[src/design/dii_pkg.sv]
package dii_pkg;
  // ---------------------------------------------------------------
  // Input image layout
  // ---------------------------------------------------------------
  localparam int unsigned DII_NUM_CH = 2;
  localparam logic [7:0] DII_INPUT_STATE_BYTE_OFS = 8'h00;
  localparam int unsigned DII_CH0_BIT = 0;
  localparam int unsigned DII_CH1_BIT = 1;
  localparam logic [7:0] DII_INPUT_STATE_RESET = 8'h00;
  // ---------------------------------------------------------------
  // Field bus object mapping, used by the masters outside
  // ---------------------------------------------------------------
  localparam logic [15:0] DII_CANOPEN_OBJECT_INDEX = 16'h5000;
  localparam logic [15:0] DII_ETHERCAT_OBJECT_INDEX_BASE = 16'h6000;
  localparam logic [7:0] DII_ETHERCAT_SUBINDEX_CH0 = 8'h01;
  localparam logic [7:0] DII_ETHERCAT_SUBINDEX_CH1 = 8'h02;
  // Module identity, value is arbitrary
  localparam logic [31:0] DII_MODULE_ID = 32'h0000_0a5c;
  // ---------------------------------------------------------------
  // Timing
  // ---------------------------------------------------------------
  localparam int unsigned DII_CLK_HZ = 200_000_000;
  localparam int unsigned DII_FILTER_US = 3000;
  localparam int unsigned DII_FILTER_CYCLES =
    (DII_CLK_HZ / 1_000_000) * DII_FILTER_US;
  localparam int unsigned DII_FLASH_MS = 250;
  localparam int unsigned DII_FLASH_CYCLES =
    (DII_CLK_HZ / 1000) * DII_FLASH_MS;
  // Lamp indication modes
  typedef enum logic [1:0] {
    DII_LAMP_OK,
    DII_LAMP_FAULT,
    DII_LAMP_CFG,
    DII_LAMP_NOPWR
  } dii_lamp_t;
endpackage

[src/design/dii_top.sv]
`timescale 1ns/1ps
// Summary of operation
// Two independent filtered binary input channels
// Input byte: bit0 channel zero, bit1 one
// No output bytes consumed
// CANopen master reads byte at 5000h
// EtherCAT uses 6000h plus slot, 01h/02h
// State changes appear 3 ms after input
// Channel lamp lit while state is one
// Channel lamps work without electronics supply
// Run green, fault dark when all OK
// Fault lamp steady on module error
// Bus lost plus error: run off, fault on
// Bus power failure: both lamps dark
// Configuration error flashes fault lamp
// Reserved bits always read zero
// Synchronise inputs; short pulses are rejected
// Reset clears filters and reports zero
module dii_top
  import dii_pkg::*;
#(
  parameter int unsigned FILTER_CYCLES = DII_FILTER_CYCLES,
  parameter int unsigned FLASH_CYCLES = DII_FLASH_CYCLES
) (
  input wire logic i_sys_clk,
  input wire logic i_rst,
  input wire logic i_input_channel_zero,
  input wire logic i_input_channel_one,
  input wire logic i_bus_comm_ok,
  input wire logic i_module_error,
  input wire logic i_config_error,
  input wire logic i_bus_power_ok,
  input wire logic i_rd_en,
  input wire logic [7:0] i_rd_addr,
  output logic [7:0] o_rd_data,
  input wire logic i_wr_en,
  input wire logic [7:0] i_wr_addr,
  input wire logic [7:0] i_wr_data,
  output logic [DII_NUM_CH-1:0] o_channel_lamp,
  output logic o_run_lamp,
  output logic o_module_fault_lamp
);
  // ---------------------------------------------------------------
  // Input filters
  // ---------------------------------------------------------------
  logic [DII_NUM_CH-1:0] raw;
  logic [DII_NUM_CH-1:0] state;

  assign raw[DII_CH0_BIT] = i_input_channel_zero;
  assign raw[DII_CH1_BIT] = i_input_channel_one;

  // One filter per channel, each independent
  genvar g;
  generate
    for (g = 0; g < DII_NUM_CH; g++) begin : g_ch
      dii_filter #(
        .CYCLES(FILTER_CYCLES)
      ) u_filter (
        .i_sys_clk(i_sys_clk),
        .i_rst(i_rst),
        .i_raw(raw[g]),
        .o_state(state[g])
      );
    end
  endgenerate

  // ---------------------------------------------------------------
  // Input image read port
  // ---------------------------------------------------------------
  logic [7:0] image;
  logic hit;
  logic [7:0] next_rd_data;

  // Channel bits low, reserved bits forced to zero
  assign image = {6'h00, state};
  assign hit = i_rd_addr == DII_INPUT_STATE_BYTE_OFS;
  assign next_rd_data = (i_rd_en && hit) ? image : 8'h00;

  // Registered read data, zero for unmapped addresses
  always_ff @(posedge i_sys_clk) begin
    if (i_rst) begin
      o_rd_data <= DII_INPUT_STATE_RESET;
    end else begin
      o_rd_data <= next_rd_data;
    end
  end

  // Output area writes are accepted and dropped
  logic wr_unused;
  assign wr_unused = i_wr_en & (|i_wr_addr) & (|i_wr_data);

  // ---------------------------------------------------------------
  // Bus power and status synchronisers
  // ---------------------------------------------------------------
  logic [3:0] st_a;
  logic [3:0] st_b;
  logic comm_ok;
  logic mod_err;
  logic cfg_err;
  logic pwr_ok;

  // Status levels arrive from outside the clock domain
  always_ff @(posedge i_sys_clk) begin
    if (i_rst) begin
      st_a <= 4'h0;
      st_b <= 4'h0;
    end else begin
      st_a <= {i_bus_power_ok, i_config_error, i_module_error,
               i_bus_comm_ok};
      st_b <= st_a;
    end
  end

  assign comm_ok = st_b[0];
  assign mod_err = st_b[1];
  assign cfg_err = st_b[2];
  assign pwr_ok = st_b[3];

  // ---------------------------------------------------------------
  // Flash divider
  // ---------------------------------------------------------------
  localparam int unsigned FW = $clog2(FLASH_CYCLES + 1);
  localparam logic [FW-1:0] FLAST = FW'(FLASH_CYCLES - 1);
  logic [FW-1:0] flash_cnt;
  logic flash_tick;
  logic flash_phase;

  assign flash_tick = flash_cnt == FLAST;

  // Toggle the blink phase once per flash interval
  always_ff @(posedge i_sys_clk) begin
    if (i_rst) begin
      flash_cnt <= '0;
      flash_phase <= 1'b0;
    end else if (flash_tick) begin
      flash_cnt <= '0;
      flash_phase <= ~flash_phase;
    end else begin
      flash_cnt <= flash_cnt + FW'(1);
    end
  end

  // ---------------------------------------------------------------
  // Lamp mode selection
  // ---------------------------------------------------------------
  dii_lamp_t mode;
  dii_lamp_t next_mode;

  // Power loss outranks configuration, then module error
  always_comb begin
    next_mode = DII_LAMP_OK;
    if (!pwr_ok) begin
      next_mode = DII_LAMP_NOPWR;
    end else if (cfg_err) begin
      next_mode = DII_LAMP_CFG;
    end else if (mod_err) begin
      next_mode = DII_LAMP_FAULT;
    end
  end

  always_ff @(posedge i_sys_clk) begin
    if (i_rst) begin
      mode <= DII_LAMP_NOPWR;
    end else begin
      mode <= next_mode;
    end
  end

  logic next_run;
  logic next_fault;

  // Lamp outputs per mode
  always_comb begin
    next_run = 1'b0;
    next_fault = 1'b0;
    case (mode)
      DII_LAMP_OK: begin
        next_run = comm_ok;
        next_fault = 1'b0;
      end
      DII_LAMP_FAULT: begin
        next_run = comm_ok;
        next_fault = 1'b1;
      end
      DII_LAMP_CFG: begin
        next_run = comm_ok;
        next_fault = flash_phase;
      end
      DII_LAMP_NOPWR: begin
        next_run = 1'b0;
        next_fault = 1'b0;
      end
      default: begin
        next_run = 1'b0;
        next_fault = 1'b0;
      end
    endcase
  end

  // Registered lamp drivers
  always_ff @(posedge i_sys_clk) begin
    if (i_rst) begin
      o_run_lamp <= 1'b0;
      o_module_fault_lamp <= 1'b0;
      o_channel_lamp <= '0;
    end else begin
      o_run_lamp <= next_run;
      o_module_fault_lamp <= next_fault;
      // Channel lamps ignore bus power state
      o_channel_lamp <= state;
    end
  end

  // ---------------------------------------------------------------
  // Checks
  // ---------------------------------------------------------------
  property p_lamp_follows;
    @(posedge i_sys_clk) disable iff (i_rst)
      1 |=> (o_channel_lamp == $past(state));
  endproperty
  a_lamp_follows: assert property (p_lamp_follows)
    else $error("channel lamp does not follow state");

  property p_lamp_nopwr;
    @(posedge i_sys_clk) disable iff (i_rst)
      (!$past(i_rst) && !pwr_ok) |=> ##1 (!o_run_lamp && !o_module_fault_lamp);
  endproperty
  a_lamp_nopwr: assert property (p_lamp_nopwr)
    else $error("lamps lit during bus power failure");

  property p_lamp_ok;
    @(posedge i_sys_clk) disable iff (i_rst)
      (pwr_ok && !cfg_err && !mod_err && comm_ok)[*3] |->
        (o_run_lamp && !o_module_fault_lamp);
  endproperty
  a_lamp_ok: assert property (p_lamp_ok)
    else $error("run lamp wrong in healthy state");

  property p_fault_steady;
    @(posedge i_sys_clk) disable iff (i_rst)
      (pwr_ok && !cfg_err && mod_err)[*3] |-> o_module_fault_lamp;
  endproperty
  a_fault_steady: assert property (p_fault_steady)
    else $error("fault lamp dark on module error");

  property p_lost_comm;
    @(posedge i_sys_clk) disable iff (i_rst)
      (pwr_ok && !cfg_err && mod_err && !comm_ok)[*3] |->
        (!o_run_lamp && o_module_fault_lamp);
  endproperty
  a_lost_comm: assert property (p_lost_comm)
    else $error("bus loss indication wrong");

  property p_cfg_flash;
    @(posedge i_sys_clk) disable iff (i_rst)
      (mode == DII_LAMP_CFG && $past(mode) == DII_LAMP_CFG)
        |-> (o_module_fault_lamp == $past(flash_phase));
  endproperty
  a_cfg_flash: assert property (p_cfg_flash)
    else $error("fault lamp not flashing on config error");

  property p_reserved_zero;
    @(posedge i_sys_clk) disable iff (i_rst)
      o_rd_data[7:2] == 6'h00;
  endproperty
  a_reserved_zero: assert property (p_reserved_zero)
    else $error("reserved input bits not zero");

  property p_read_image;
    @(posedge i_sys_clk) disable iff (i_rst)
      (i_rd_en && hit) |=> (o_rd_data[1:0] == $past(state));
  endproperty
  a_read_image: assert property (p_read_image)
    else $error("input byte does not carry channel states");

  property p_read_refused;
    @(posedge i_sys_clk) disable iff (i_rst)
      !(i_rd_en && hit) |=> (o_rd_data == 8'h00);
  endproperty
  a_read_refused: assert property (p_read_refused)
    else $error("input byte driven without a read");

  property p_nopwr_mode;
    @(posedge i_sys_clk) disable iff (i_rst)
      !pwr_ok |=> (mode == DII_LAMP_NOPWR);
  endproperty
  a_nopwr_mode: assert property (p_nopwr_mode)
    else $error("power loss not given first place");

  property p_cfg_mode;
    @(posedge i_sys_clk) disable iff (i_rst)
      (pwr_ok && cfg_err) |=> (mode == DII_LAMP_CFG);
  endproperty
  a_cfg_mode: assert property (p_cfg_mode)
    else $error("configuration error not selected");

  property p_cfg_run;
    @(posedge i_sys_clk) disable iff (i_rst)
      (mode == DII_LAMP_CFG) |=> (o_run_lamp == $past(comm_ok));
  endproperty
  a_cfg_run: assert property (p_cfg_run)
    else $error("run lamp disturbed by configuration error");
endmodule

[src/design/dii_filter.sv]
`timescale 1ns/1ps
module dii_filter
  import dii_pkg::*;
#(
  parameter int unsigned CYCLES = DII_FILTER_CYCLES
) (
  input wire logic i_sys_clk,
  input wire logic i_rst,
  input wire logic i_raw,
  output logic o_state
);
  localparam int unsigned CW = $clog2(CYCLES + 1);
  localparam logic [CW-1:0] LAST = CW'(CYCLES - 1);

  logic sync_a;
  logic sync_b;
  logic [CW-1:0] cnt;
  logic differs;
  logic expired;

  // Two-stage synchroniser on the raw pin
  always_ff @(posedge i_sys_clk) begin
    if (i_rst) begin
      sync_a <= 1'b0;
      sync_b <= 1'b0;
    end else begin
      sync_a <= i_raw;
      sync_b <= sync_a;
    end
  end

  assign differs = sync_b != o_state;
  assign expired = differs && (cnt == LAST);

  // Count while the input disagrees; any return restarts the wait
  always_ff @(posedge i_sys_clk) begin
    if (i_rst) begin
      cnt <= '0;
      o_state <= 1'b0;
    end else if (!differs) begin
      cnt <= '0;
    end else if (expired) begin
      cnt <= '0;
      o_state <= sync_b;
    end else begin
      cnt <= cnt + CW'(1);
    end
  end

  // Reported state moves only after a full stable interval
  // The pin may move again on the edge that updates the state, so the
  // settled value is taken from the cycle that made the decision
  property p_hold_stable;
    @(posedge i_sys_clk) disable iff (i_rst)
      (!$past(i_rst) && o_state != $past(o_state)) |->
        ($past(cnt) == LAST && $past(sync_b) == o_state);
  endproperty
  a_hold_stable: assert property (p_hold_stable)
    else $error("filter output changed without settling");

  property p_glitch_blocked;
    @(posedge i_sys_clk) disable iff (i_rst)
      (!differs) |=> (cnt == '0);
  endproperty
  a_glitch_blocked: assert property (p_glitch_blocked)
    else $error("filter count not cleared on agreement");
endmodule

[config.mk]
export PLATFORM = sky130hd
export DESIGN_NAME = dii_top
export DESIGN_NICKNAME = d
export VERILOG_FILES = /design/src/design/dii_pkg.sv /design/src/design/dii_top.sv /design/src/design/dii_filter.sv
export SDC_FILE = /design/constraint.sdc
export NUM_CORES = 1
export LEC_CHECK = 0
export BUFFER_PORTS_ARGS = -buffer_cell sky130_fd_sc_hd__buf_2
export CORE_ASPECT_RATIO = 1.2
export CORE_UTILIZATION = 40
export CTS_CLUSTER_SIZE = 30
export DETAILED_ROUTE_END_ITERATION = 16
export RECOVER_POWER = 25
export SLEW_MARGIN = 15
export SYNTH_ARGS = -nofsm -noshare
export SYNTH_HDL_FRONTEND = slang
export SYNTH_SLANG_ARGS = --single-unit
[constraint.sdc]
create_clock -name i_sys_clk -period 4.4 [get_ports i_sys_clk]
set_clock_uncertainty 0.05 [all_clocks]
set_input_delay 0.88 -clock i_sys_clk [delete_from_list [all_inputs] [get_ports i_sys_clk]]
set_output_delay 0.88 -clock i_sys_clk [all_outputs]
set_load 0.01 [all_outputs]
==> flow_summary.html, run 1 <==
<table>
<tr><th>Metric</th><th>Value</th></tr>
<tr><th colspan="2">Worst setup path</th></tr>
<tr><td>Terminus of the critical flop-to-flop path</td><td>g_ch[0].u_filter.cnt[8]$_SDFF_PP0_</td></tr>
<tr><td>CP cell instances</td><td>clkbuf_1, inv_1, o211ai_1, buf_4, nor2_1</td></tr>
<tr><td>Crit path max fanout</td><td>25</td></tr>
<tr><td>Critical path's slowest cell</td><td>clkbuf_1</td></tr>
<tr><td>Type of the setup path with the least slack</td><td>in -&gt; reg</td></tr>
<tr><td>R2R Setup Slk</td><td>roughly 2.3 ns</td></tr>
<tr><td>CP required</td><td>around 4.6 ns</td></tr>
<tr><td>CP Data Arrival Time</td><td>approximately 2.6 ns</td></tr>
<tr><td>Largest stage delay on the critical path</td><td>approximately 0.86 ns</td></tr>
<tr><td>Launch point of the worst reg-to-reg path</td><td>g_ch[0].u_filter.cnt[0]$_SDFF_PP0_</td></tr>
<tr><td>Startpoint Class</td><td>input pin</td></tr>
<tr><td>Worst setup EP type</td><td>flip-flop</td></tr>
<tr><td>Worst Reg2Reg Path Length in Cells</td><td>6</td></tr>
<tr><th colspan="2">Clock tree</th></tr>
<tr><td>Deepest level of the CTS H-tree</td><td>3</td></tr>
<tr><td>Clock Pin Slew Worst Setup and Hold Paths</td><td>approximately 0.080 ns</td></tr>
<tr><td>Maximum clock path buffer count</td><td>2</td></tr>
<tr><td>Cts-stage hold buffer count</td><td>0</td></tr>
<tr><td>Cts bufs inserted</td><td>9</td></tr>
<tr><td>Cts repair resizes</td><td>0</td></tr>
<tr><td>Worst-Skew Late Latency</td><td>0.36 ns</td></tr>
<tr><td>Post CTS Setup Buffer Count</td><td>0</td></tr>
<tr><td>TritonCTS clock tree</td><td>done</td></tr>
<tr><td>Cell at the root of the clock tree</td><td>clkbuf_8</td></tr>
<tr><td>Clock sinks</td><td>around 90</td></tr>
<tr><th colspan="2">Global route</th></tr>
<tr><td>Via count of the first global-routing pass</td><td>2800</td></tr>
<tr><td>Global-route wire length before repair</td><td>around 12 mm</td></tr>
<tr><td>GRT Util Overall</td><td>0.1551</td></tr>
<tr><td>Remaining Overflow, GRT</td><td>0</td></tr>
<tr><td>Antenna violations before repair</td><td>0</td></tr>
<tr><td>Largest net degree at the start of global routing</td><td>26</td></tr>
<tr><th colspan="2">Layout</th></tr>
<tr><td>Fraction of final layout cells sized beyond drive strength 1</td><td>0.09607</td></tr>
<tr><td>Diodes inserted</td><td>0</td></tr>
<tr><td>Fillers</td><td>approximately 900</td></tr>
<tr><td>Footprint of the multi-input gates</td><td>0.001932 mm^2</td></tr>
<tr><td>Storage element area</td><td>about 0.0018 mm^2</td></tr>
<tr><td>Layout overhead on the synthesized area</td><td>8.493%</td></tr>
<tr><td>Nets@finish</td><td>494</td></tr>
<tr><th colspan="2">Floorplan</th></tr>
<tr><td>Horizontal die dimension</td><td>91.68 um</td></tr>
<tr><td>Starting density of the core</td><td>0.4185</td></tr>
<tr><td>Ports placed on the boundary</td><td>between 40 and 50</td></tr>
<tr><td>Core Area</td><td>around 0.009 mm^2</td></tr>
<tr><td>Full die area</td><td>around 0.01 mm^2</td></tr>
<tr><td>Die extent in y</td><td>roughly 110 um</td></tr>
<tr><td>FP Rows</td><td>38</td></tr>
<tr><th colspan="2">STA</th></tr>
<tr><td>Worst slew margin relative to its limit</td><td>0.1953</td></tr>
<tr><td>Post-route fraction of the period consumed by the critical path</td><td>0.5534</td></tr>
<tr><td>Actual slew at the worst max-slew pin</td><td>between 1 and 1.5 ns</td></tr>
<tr><td>Final Hold Viols</td><td>0</td></tr>
<tr><td>RSZ-0062 raised after global routing</td><td>false</td></tr>
<tr><td>Slew Limit Fails</td><td>0</td></tr>
<tr><td>Setup Total Neg Slack</td><td>0 ns</td></tr>
<tr><td>Final setup viols</td><td>0</td></tr>
<tr><td>Final critical path time including I/O delays and setup</td><td>about 2.4 ns</td></tr>
<tr><td>Upper clock frequency limit</td><td>approximately 0.41 GHz</td></tr>
<tr><td>WHS</td><td>roughly 0.36 ns</td></tr>
<tr><th colspan="2">Yosys</th></tr>
<tr><td>Distinct cell type count after synthesis</td><td>43</td></tr>
<tr><td>Cell with the most instances after synthesis</td><td>dfxtp_1</td></tr>
<tr><td>Top post-synthesis cells by area</td><td>dfxtp_1 (46%), nor2_1 (5.9%), xor2_1 (5.2%), xnor2_1 (4.1%), nand4_1 (3.9%)</td></tr>
<tr><td>Cell types with the highest counts after synthesis</td><td>dfxtp_1 (89), nor2_1 (61), nand3_1 (24), nand4_1 (24), xor2_1 (23)</td></tr>
<tr><td>Post-synth top flop</td><td>dfxtp_1</td></tr>
<tr><td>Dominant cell type by area after synthesis</td><td>dfxtp_1</td></tr>
<tr><td>Number of synthesized register bits</td><td>89</td></tr>
<tr><td>Register area share after synthesis</td><td>0.4616</td></tr>
<tr><td>Per-instance average area after synthesis</td><td>8.813 um^2</td></tr>
<tr><td>Count of flip-flops with a built-in enable after synthesis</td><td>0</td></tr>
<tr><td>Synthesis Warnings</td><td>0</td></tr>
<tr><td>Syn Std Cell Area</td><td>~0.0039 mm^2</td></tr>
<tr><td>Async S/R FF share, synth</td><td>0</td></tr>
<tr><td>Synth Instances</td><td>about 440</td></tr>
<tr><td>Fraction of synthesized cell area taken by the top area cell type</td><td>0.4616</td></tr>
<tr><th colspan="2">Power and ir drop</th></tr>
<tr><td>Proportion of power drawn by the clock network</td><td>0.353</td></tr>
<tr><td>Leakage power</td><td>about 1.4 nW</td></tr>
<tr><td>Combinational fraction of design power</td><td>0.026</td></tr>
<tr><td>Overall power consumption</td><td>approximately 1.3 mW</td></tr>
<tr><td>Net switching component of the power</td><td>0.2931 mW</td></tr>
<tr><td>Portion of total power attributed to sequential cells</td><td>0.621</td></tr>
<tr><td>VDD IR-drop max</td><td>approximately 0.00017 V</td></tr>
<tr><td>Internal Pwr Total</td><td>about 1.0 mW</td></tr>
<tr><td>Fraction of power spent switching nets</td><td>0.2226</td></tr>
<tr><td>Power Dens Cells</td><td>around 310 mW/mm^2</td></tr>
<tr><th colspan="2">Drt</th></tr>
<tr><td>Detail-routed via count per cell</td><td>~5.2</td></tr>
<tr><td>Total via count after detailed routing</td><td>around 3000</td></tr>
<tr><td>Detailed-route DRC error count</td><td>0</td></tr>
<tr><td>Count of nets left with antenna violations after detail routing</td><td>0</td></tr>
<tr><td>Detailed Routing Iterations Pass 1</td><td>4</td></tr>
<tr><td>Total wire length after detailed routing</td><td>a little over 7 mm</td></tr>
<tr><td>Routed wire length per instance</td><td>12.22 um</td></tr>
<tr><td>Violation count after the first detailed-routing iteration</td><td>between 150 and 200</td></tr>
<tr><th colspan="2">Worst hold path</th></tr>
<tr><td>Launch point of the worst hold path</td><td>st_b[3]$_SDFF_PP0_</td></tr>
<tr><td>Cells on Worst Hold Path</td><td>1</td></tr>
<tr><td>Kind of path behind the tightest hold check</td><td>reg -&gt; reg</td></tr>
<tr><td>End point of the worst hold path</td><td>mode[1]$_SDFF_PP1_</td></tr>
<tr><th colspan="2">Placement</th></tr>
<tr><td>I/O Buffers</td><td>22</td></tr>
<tr><td>DP Wirelength</td><td>between 4 and 5 mm</td></tr>
<tr><td>RD Place Congestion</td><td>roughly 0.77</td></tr>
<tr><th colspan="2">Job</th></tr>
<tr><td>Max-Cap Viols</td><td>0</td></tr>
<tr><th colspan="2">Outcome</th></tr>
<tr><td>Result of the run</td><td>completed</td></tr>
</table>
## final cells by class
cell class / instances / share of cell area
multi-input cells: 318 / 0.4613
inverters: 12 / 0.01076
clock buffers: 10 / 0.03047
repair buffers: 25 / 0.03077
flip-flops and latches: 89 / 0.4255
well taps: 120 / 0.03585
clock inverters: 4 / 0.005378
## worst max-delay path, delay by kind of cell
| family | cells | cell delay, ns |
|---|---|---|
| AND/OR/NAND/NOR | 1 | 0.07 |
| buffers and inverters | 3 | 1.45 |
| AO/OA/AOI/OAI | 1 | 0.20 |
## state kept, by name (all words and copies together), names as in the netlist, 4 cells and up
signal	count
g_ch.u_filter.cnt	40
st_b	4
st_a	4
flash_cnt	26
## routing by layer
metal,routed length [um],track usage
met5,0,0
met3,226,0.04564
met4,88,0.06576
met1,3466,0.1907
met2,3284,0.2540
## worst max path at each step
stage	start	to	slack (ns)	depth (start not counted)
3_3_place_gp	i_rst	flash_cnt[3]$_SDFF_PP0_	2.17	5
5_1_grt	i_rst	flash_cnt[16]$_SDFF_PP0_	1.80	5
4_1_cts	g_ch[0].u_filter.cnt[0]$_SDFF_PP0_	g_ch[0].u_filter.cnt[5]$_SDFF_PP0_	2.26	6
2_1_floorplan	g_ch[1].u_filter.cnt[0]$_SDFF_PP0_	g_ch[1].u_filter.o_state$_SDFFE_PP0P_	2.57	6
3_5_place_dp	i_rst	g_ch[1].u_filter.cnt[2]$_SDFF_PP0_	2.16	5
6_report	i_rst	g_ch[1].u_filter.cnt[2]$_SDFF_PP0_	1.97	5
## cell usage in the layout (no fill, tap or decap), types with 2 or more instances in the layout
master    instances
nor2_1           61
clkbuf_8          9
inv_1            12
ha_1              5
and4_1           12
or3_1            14
nor4_1            5
or4_4             2
and2_1            5
o211ai_1          2
clkbuf_1          4
xor2_1           23
and3_1            5
nand4b_1          2
nor4b_1           3
nor3_1            9
or4_1             6
dfxtp_1          89
nand2_1          21
conb_1            6
o21ai_0          16
nor4bb_1          2
nand3_1          24
xnor2_1          18
clkinv_2          3
buf_2            19
o31ai_1           5
a21oi_1          21
nand4_1          24
nor2b_1          14
buf_4             3
## through the flow
step,util,instances,area (um^2),worst slack [ns]
finish,0.4540,578,4188,1.965
global route,0.4540,578,4188,1.800
CTS,0.4544,578,4192,2.260
detailed placement,0.4381,564,4041,2.155
global placement,0.4381,564,4041,2.169
floorplan,-,443,3879,2.572
## power by group through the flow
stage | sequential, mW | clock (mW) | combinational [mW]
2_1_floorplan | 0.836 | 0 | 0.0257
3_3_place_gp | 0.836 | 0 | 0.0345
3_5_place_dp | 0.837 | 0 | 0.0350
4_1_cts | 0.818 | 0.489 | 0.0350
5_1_grt | 0.819 | 0.524 | 0.0388
6_report | 0.818 | 0.465 | 0.0343
## kinds of logic (layout without fill, tap and decap cells)
logic type / after synthesis / count (layout) / share of synthesized area
multiplexers: 2 / 2 / 0.005510
other: 1 / 6 / 0.0009715
adder cells (fa/ha/maj): 5 / 5 / 0.01621
flip-flops: 89 / 89 / 0.4616
AO/OA/AOI/OAI: 49 / 49 / 0.07164
buffers and inverters: 36 / 51 / 0.04408
AND/OR/NAND/NOR: 215 / 215 / 0.3070
XOR/XNOR: 41 / 41 / 0.09303
No activity file was read; power rests on OpenSTA's default activity.
==> run 2, diff against run 1 <==
clock period = 2 ns   (was 4.4 ns; I/O delays follow)
==> flow_summary.html, run 2 (synthesized netlist as in run 1, its figures left out) <==
<table>
<tr><th>Metric</th><th>Value</th></tr>
<tr><th colspan="2">Outcome</th></tr>
<tr><td>Result of the run</td><td>completed</td></tr>
<tr><th colspan="2">Worst hold path</th></tr>
<tr><td>Kind of path behind the tightest hold check</td><td>in -&gt; reg</td></tr>
<tr><th colspan="2">Layout</th></tr>
<tr><td>Most common cell after layout, fill and taps aside</td><td>dfxtp_1</td></tr>
<tr><td>Diodes inserted</td><td>0 (unchanged)</td></tr>
<tr><td>Top library cells by usage in the layout, fill and taps aside</td><td>dfxtp_1 (89), nor2_1 (61), nand3_1 (24), nand4_1 (24), xor2_1 (23)</td></tr>
<tr><td>Fraction of final layout cells sized beyond drive strength 1</td><td>0.1282 (+0.03208)</td></tr>
<tr><td>Nets@finish</td><td>510 (+3.2%)</td></tr>
<tr><td>Regs by FF count</td><td>g_ch.u_filter.cnt: 40 flops, flash_cnt: 26 flops</td></tr>
<tr><td>Finished layout cell area</td><td>0.004348 mm^2 (+3.8%)</td></tr>
<tr><td>Layout overhead on the synthesized area</td><td>12.64%</td></tr>
<tr><td>Non-filler instance count after layout</td><td>596 (+3.1%)</td></tr>
<tr><td>Max reg flops</td><td>40 (unchanged)</td></tr>
<tr><td>Reg with most FFs</td><td>g_ch.u_filter.cnt</td></tr>
<tr><td>Fillers</td><td>944 (+6.1%)</td></tr>
<tr><th colspan="2">STA</th></tr>
<tr><td>Post-route fraction of the period consumed by the critical path</td><td>0.9178</td></tr>
<tr><td>Setup Total Neg Slack</td><td>0 ns (unchanged)</td></tr>
<tr><td>Final setup viols</td><td>0 (unchanged)</td></tr>
<tr><td>Worst slew margin relative to its limit</td><td>0.5710 (+0.3758)</td></tr>
<tr><td>WHS</td><td>0.1821 ns (-0.1824 ns)</td></tr>
<tr><td>RSZ-0062 raised after global routing</td><td>false</td></tr>
<tr><td>Upper clock frequency limit</td><td>around 0.54 GHz</td></tr>
<tr><td>Final critical path time including I/O delays and setup</td><td>approximately 1.8 ns</td></tr>
<tr><td>Final Hold Viols</td><td>0 (unchanged)</td></tr>
<tr><td>Actual slew at the worst max-slew pin</td><td>0.6435 ns (-0.5636 ns)</td></tr>
<tr><td>Slew Limit Fails</td><td>0 (unchanged)</td></tr>
<tr><th colspan="2">Clock tree</th></tr>
<tr><td>Cts-stage hold buffer count</td><td>0 (unchanged)</td></tr>
<tr><td>Clock Pin Slew Worst Setup and Hold Paths</td><td>0.09 ns (about the same)</td></tr>
<tr><td>Worst-Skew Late Latency</td><td>0.37 ns (about the same)</td></tr>
<tr><td>Cell at the root of the clock tree</td><td>clkbuf_8</td></tr>
<tr><td>Maximum clock path buffer count</td><td>2 (unchanged)</td></tr>
<tr><td>Cts repair resizes</td><td>0 (unchanged)</td></tr>
<tr><td>Cts bufs inserted</td><td>9 (unchanged)</td></tr>
<tr><td>Post CTS Setup Buffer Count</td><td>0 (unchanged)</td></tr>
<tr><td>TritonCTS clock tree</td><td>done</td></tr>
<tr><td>Deepest level of the CTS H-tree</td><td>3 (unchanged)</td></tr>
<tr><td>Clock sinks</td><td>89 (unchanged)</td></tr>
<tr><th colspan="2">Power and ir drop</th></tr>
<tr><td>Combinational fraction of design power</td><td>0.025 (about the same)</td></tr>
<tr><td>VDD IR-drop max</td><td>0.0003202 V (+93%)</td></tr>
<tr><td>Net switching component of the power</td><td>0.6892 mW (+140%)</td></tr>
<tr><td>Portion of total power attributed to sequential cells</td><td>0.581 (-0.040)</td></tr>
<tr><td>Fraction of power spent switching nets</td><td>0.2227 (about the same)</td></tr>
<tr><td>Power Dens Cells</td><td>711.7 mW/mm^2 (+130%)</td></tr>
<tr><td>Internal Pwr Total</td><td>2.405 mW (+140%)</td></tr>
<tr><td>Proportion of power drawn by the clock network</td><td>0.393 (+0.040)</td></tr>
<tr><td>Leakage power</td><td>1.459 nW (+7.3%)</td></tr>
<tr><td>Overall power consumption</td><td>3.094 mW (+140%)</td></tr>
<tr><th colspan="2">Global route</th></tr>
<tr><td>Met1 GRT Util</td><td>0.1902 (-0.0005113)</td></tr>
<tr><td>Global-route wire length before repair</td><td>12.41 mm (-0.66%)</td></tr>
<tr><td>Largest net degree at the start of global routing</td><td>16 (-38%)</td></tr>
<tr><td>Most congested layer reported by global routing</td><td>met2</td></tr>
<tr><td>Via count of the first global-routing pass</td><td>2821 (+0.75%)</td></tr>
<tr><td>Remaining Overflow, GRT</td><td>0 (unchanged)</td></tr>
<tr><td>Antenna violations before repair</td><td>0 (unchanged)</td></tr>
<tr><td>Met3 demand-to-capacity share in global routing</td><td>0.02420 (-0.02144)</td></tr>
<tr><td>GRT Util Overall</td><td>0.1572 (+0.002063)</td></tr>
<tr><td>Global Route met2 Usage</td><td>0.2621 (+0.008056)</td></tr>
<tr><th colspan="2">Drt</th></tr>
<tr><td>Detailed-route DRC error count</td><td>0 (unchanged)</td></tr>
<tr><td>Violation count after the first detailed-routing iteration</td><td>136 (-19%)</td></tr>
<tr><td>Routed wire length per instance</td><td>12.19 um (-0.29%)</td></tr>
<tr><td>Count of nets left with antenna violations after detail routing</td><td>0 (unchanged)</td></tr>
<tr><td>Detail-routed via count per cell</td><td>5.107 (-1.7%)</td></tr>
<tr><td>Detailed Routing Iterations Pass 1</td><td>4 (unchanged)</td></tr>
<tr><td>Total wire length after detailed routing</td><td>7.264 mm (+2.8%)</td></tr>
<tr><td>Total via count after detailed routing</td><td>3044 (+1.4%)</td></tr>
<tr><th colspan="2">Floorplan</th></tr>
<tr><td>Core Area</td><td>0.009224 mm^2 (unchanged)</td></tr>
<tr><td>FP Rows</td><td>38 (unchanged)</td></tr>
<tr><td>Die extent in y</td><td>109.6 um (unchanged)</td></tr>
<tr><td>Full die area</td><td>0.01005 mm^2 (unchanged)</td></tr>
<tr><td>Starting density of the core</td><td>0.4185 (unchanged)</td></tr>
<tr><td>Ports placed on the boundary</td><td>46 (unchanged)</td></tr>
<tr><td>Horizontal die dimension</td><td>91.68 um (unchanged)</td></tr>
<tr><th colspan="2">Worst setup path</th></tr>
<tr><td>Critical path's slowest cell</td><td>or4b_2</td></tr>
<tr><td>CP required</td><td>2.25 ns (-2.35 ns)</td></tr>
<tr><td>Largest delay contributor family on the critical path</td><td>simple AND/OR/NAND/NOR gates</td></tr>
<tr><td>Critical path buffers and inverters</td><td>0 (-3)</td></tr>
<tr><td>CP cell instances</td><td>ha_1, and4_1, and2_1, or4b_2, a21oi_1</td></tr>
<tr><td>Largest stage delay on the critical path</td><td>0.59 ns (-0.27 ns)</td></tr>
<tr><td>R2R Setup Slk</td><td>0.16 ns (-2.13 ns)</td></tr>
<tr><td>Crit path max fanout</td><td>4 (-84%)</td></tr>
<tr><td>CP Data Arrival Time</td><td>2.08 ns (-0.55 ns)</td></tr>
<tr><td>Startpoint Class</td><td>flip-flop</td></tr>
<tr><td>Type of the setup path with the least slack</td><td>reg -&gt; reg</td></tr>
<tr><td>Worst setup EP type</td><td>flip-flop</td></tr>
<tr><th colspan="2">Placement</th></tr>
<tr><td>Count of placed standard cells including taps</td><td>580 (+2.8%)</td></tr>
<tr><td>Post-placement cell area</td><td>0.004161 mm^2 (+3.0%)</td></tr>
<tr><td>DP Wirelength</td><td>5.155 mm (+7.7%)</td></tr>
<tr><td>I/O Buffers</td><td>22 (unchanged)</td></tr>
<tr><td>RD Place Congestion</td><td>0.8220 (+6.2%)</td></tr>
<tr><th colspan="2">Job</th></tr>
<tr><td>Max-Cap Viols</td><td>0 (unchanged)</td></tr>
</table>
[run 2: path summary, 6_finish.rpt]
path	from	to	depth (start not counted)
setup / recovery	g_ch[1].u_filter.cnt[0]$_SDFF_PP0_	g_ch[1].u_filter.o_state$_SDFFE_PP0P_	5
hold reg to reg	st_b[3]$_SDFF_PP0_	mode[0]$_SDFF_PP1_	1
setup reg to reg	g_ch[1].u_filter.cnt[0]$_SDFF_PP0_	g_ch[1].u_filter.o_state$_SDFFE_PP0P_	5
hold / removal	i_input_channel_zero	g_ch[0].u_filter.sync_a$_SDFF_PP0_	2
[run 2: final cells by class]
cell class                 count  area, um^2  share of cell area
clock buffer                  10       127.6             0.02935
clock inverter                 6       66.31             0.01525
inverter                      12       45.04             0.01036
multi-input combinational    318        1932              0.4443
sequential                    89        1782              0.4098
tap                          120       150.1             0.03453
timing repair buffer          41       245.2             0.05640
[run 2: per-stage QoR]
stage / setup WS [ns] / utilization
finish: 0.1645 / 0.4714
detailed placement: 0.1758 / 0.4512
global placement: 0.2035 / 0.4512
CTS: 0.1521 / 0.4722
global route: 0.001349 / 0.4714
floorplan: 0.1719 / -
[run 2: power by group through the flow]
stage	logic [mW]	clock network, mW	registers [mW]
final	0.0785	1.22	1.80
after floorplan	0.0565	0	1.84
after global placement	0.0796	0	1.84
after global routing	0.0903	1.34	1.80
after detailed placement	0.0812	0	1.84
after CTS	0.0816	1.27	1.80
[run 2: worst reg2reg max path: cells and delay by family, from the launching register on]
| family | cells | cell delay (ns) |
|---|---|---|
| DFF | 1 | 0.38 |
| and+or+nand+nor | 3 | 0.97 |
| adders and majority gates | 1 | 0.22 |
| AOI/OAI and AO/OA | 1 | 0.16 |
[run 2: metal layers]
layer / part of all wire / vias to the layer above / wire, um
met5: 0 / - / 0
met4: 0.028 / 0 / 202
met3: 0.022 / 14 / 160
met2: 0.47 / 31 / 3411
met1: 0.48 / 1398 / 3489
li1: - / 1601 / -
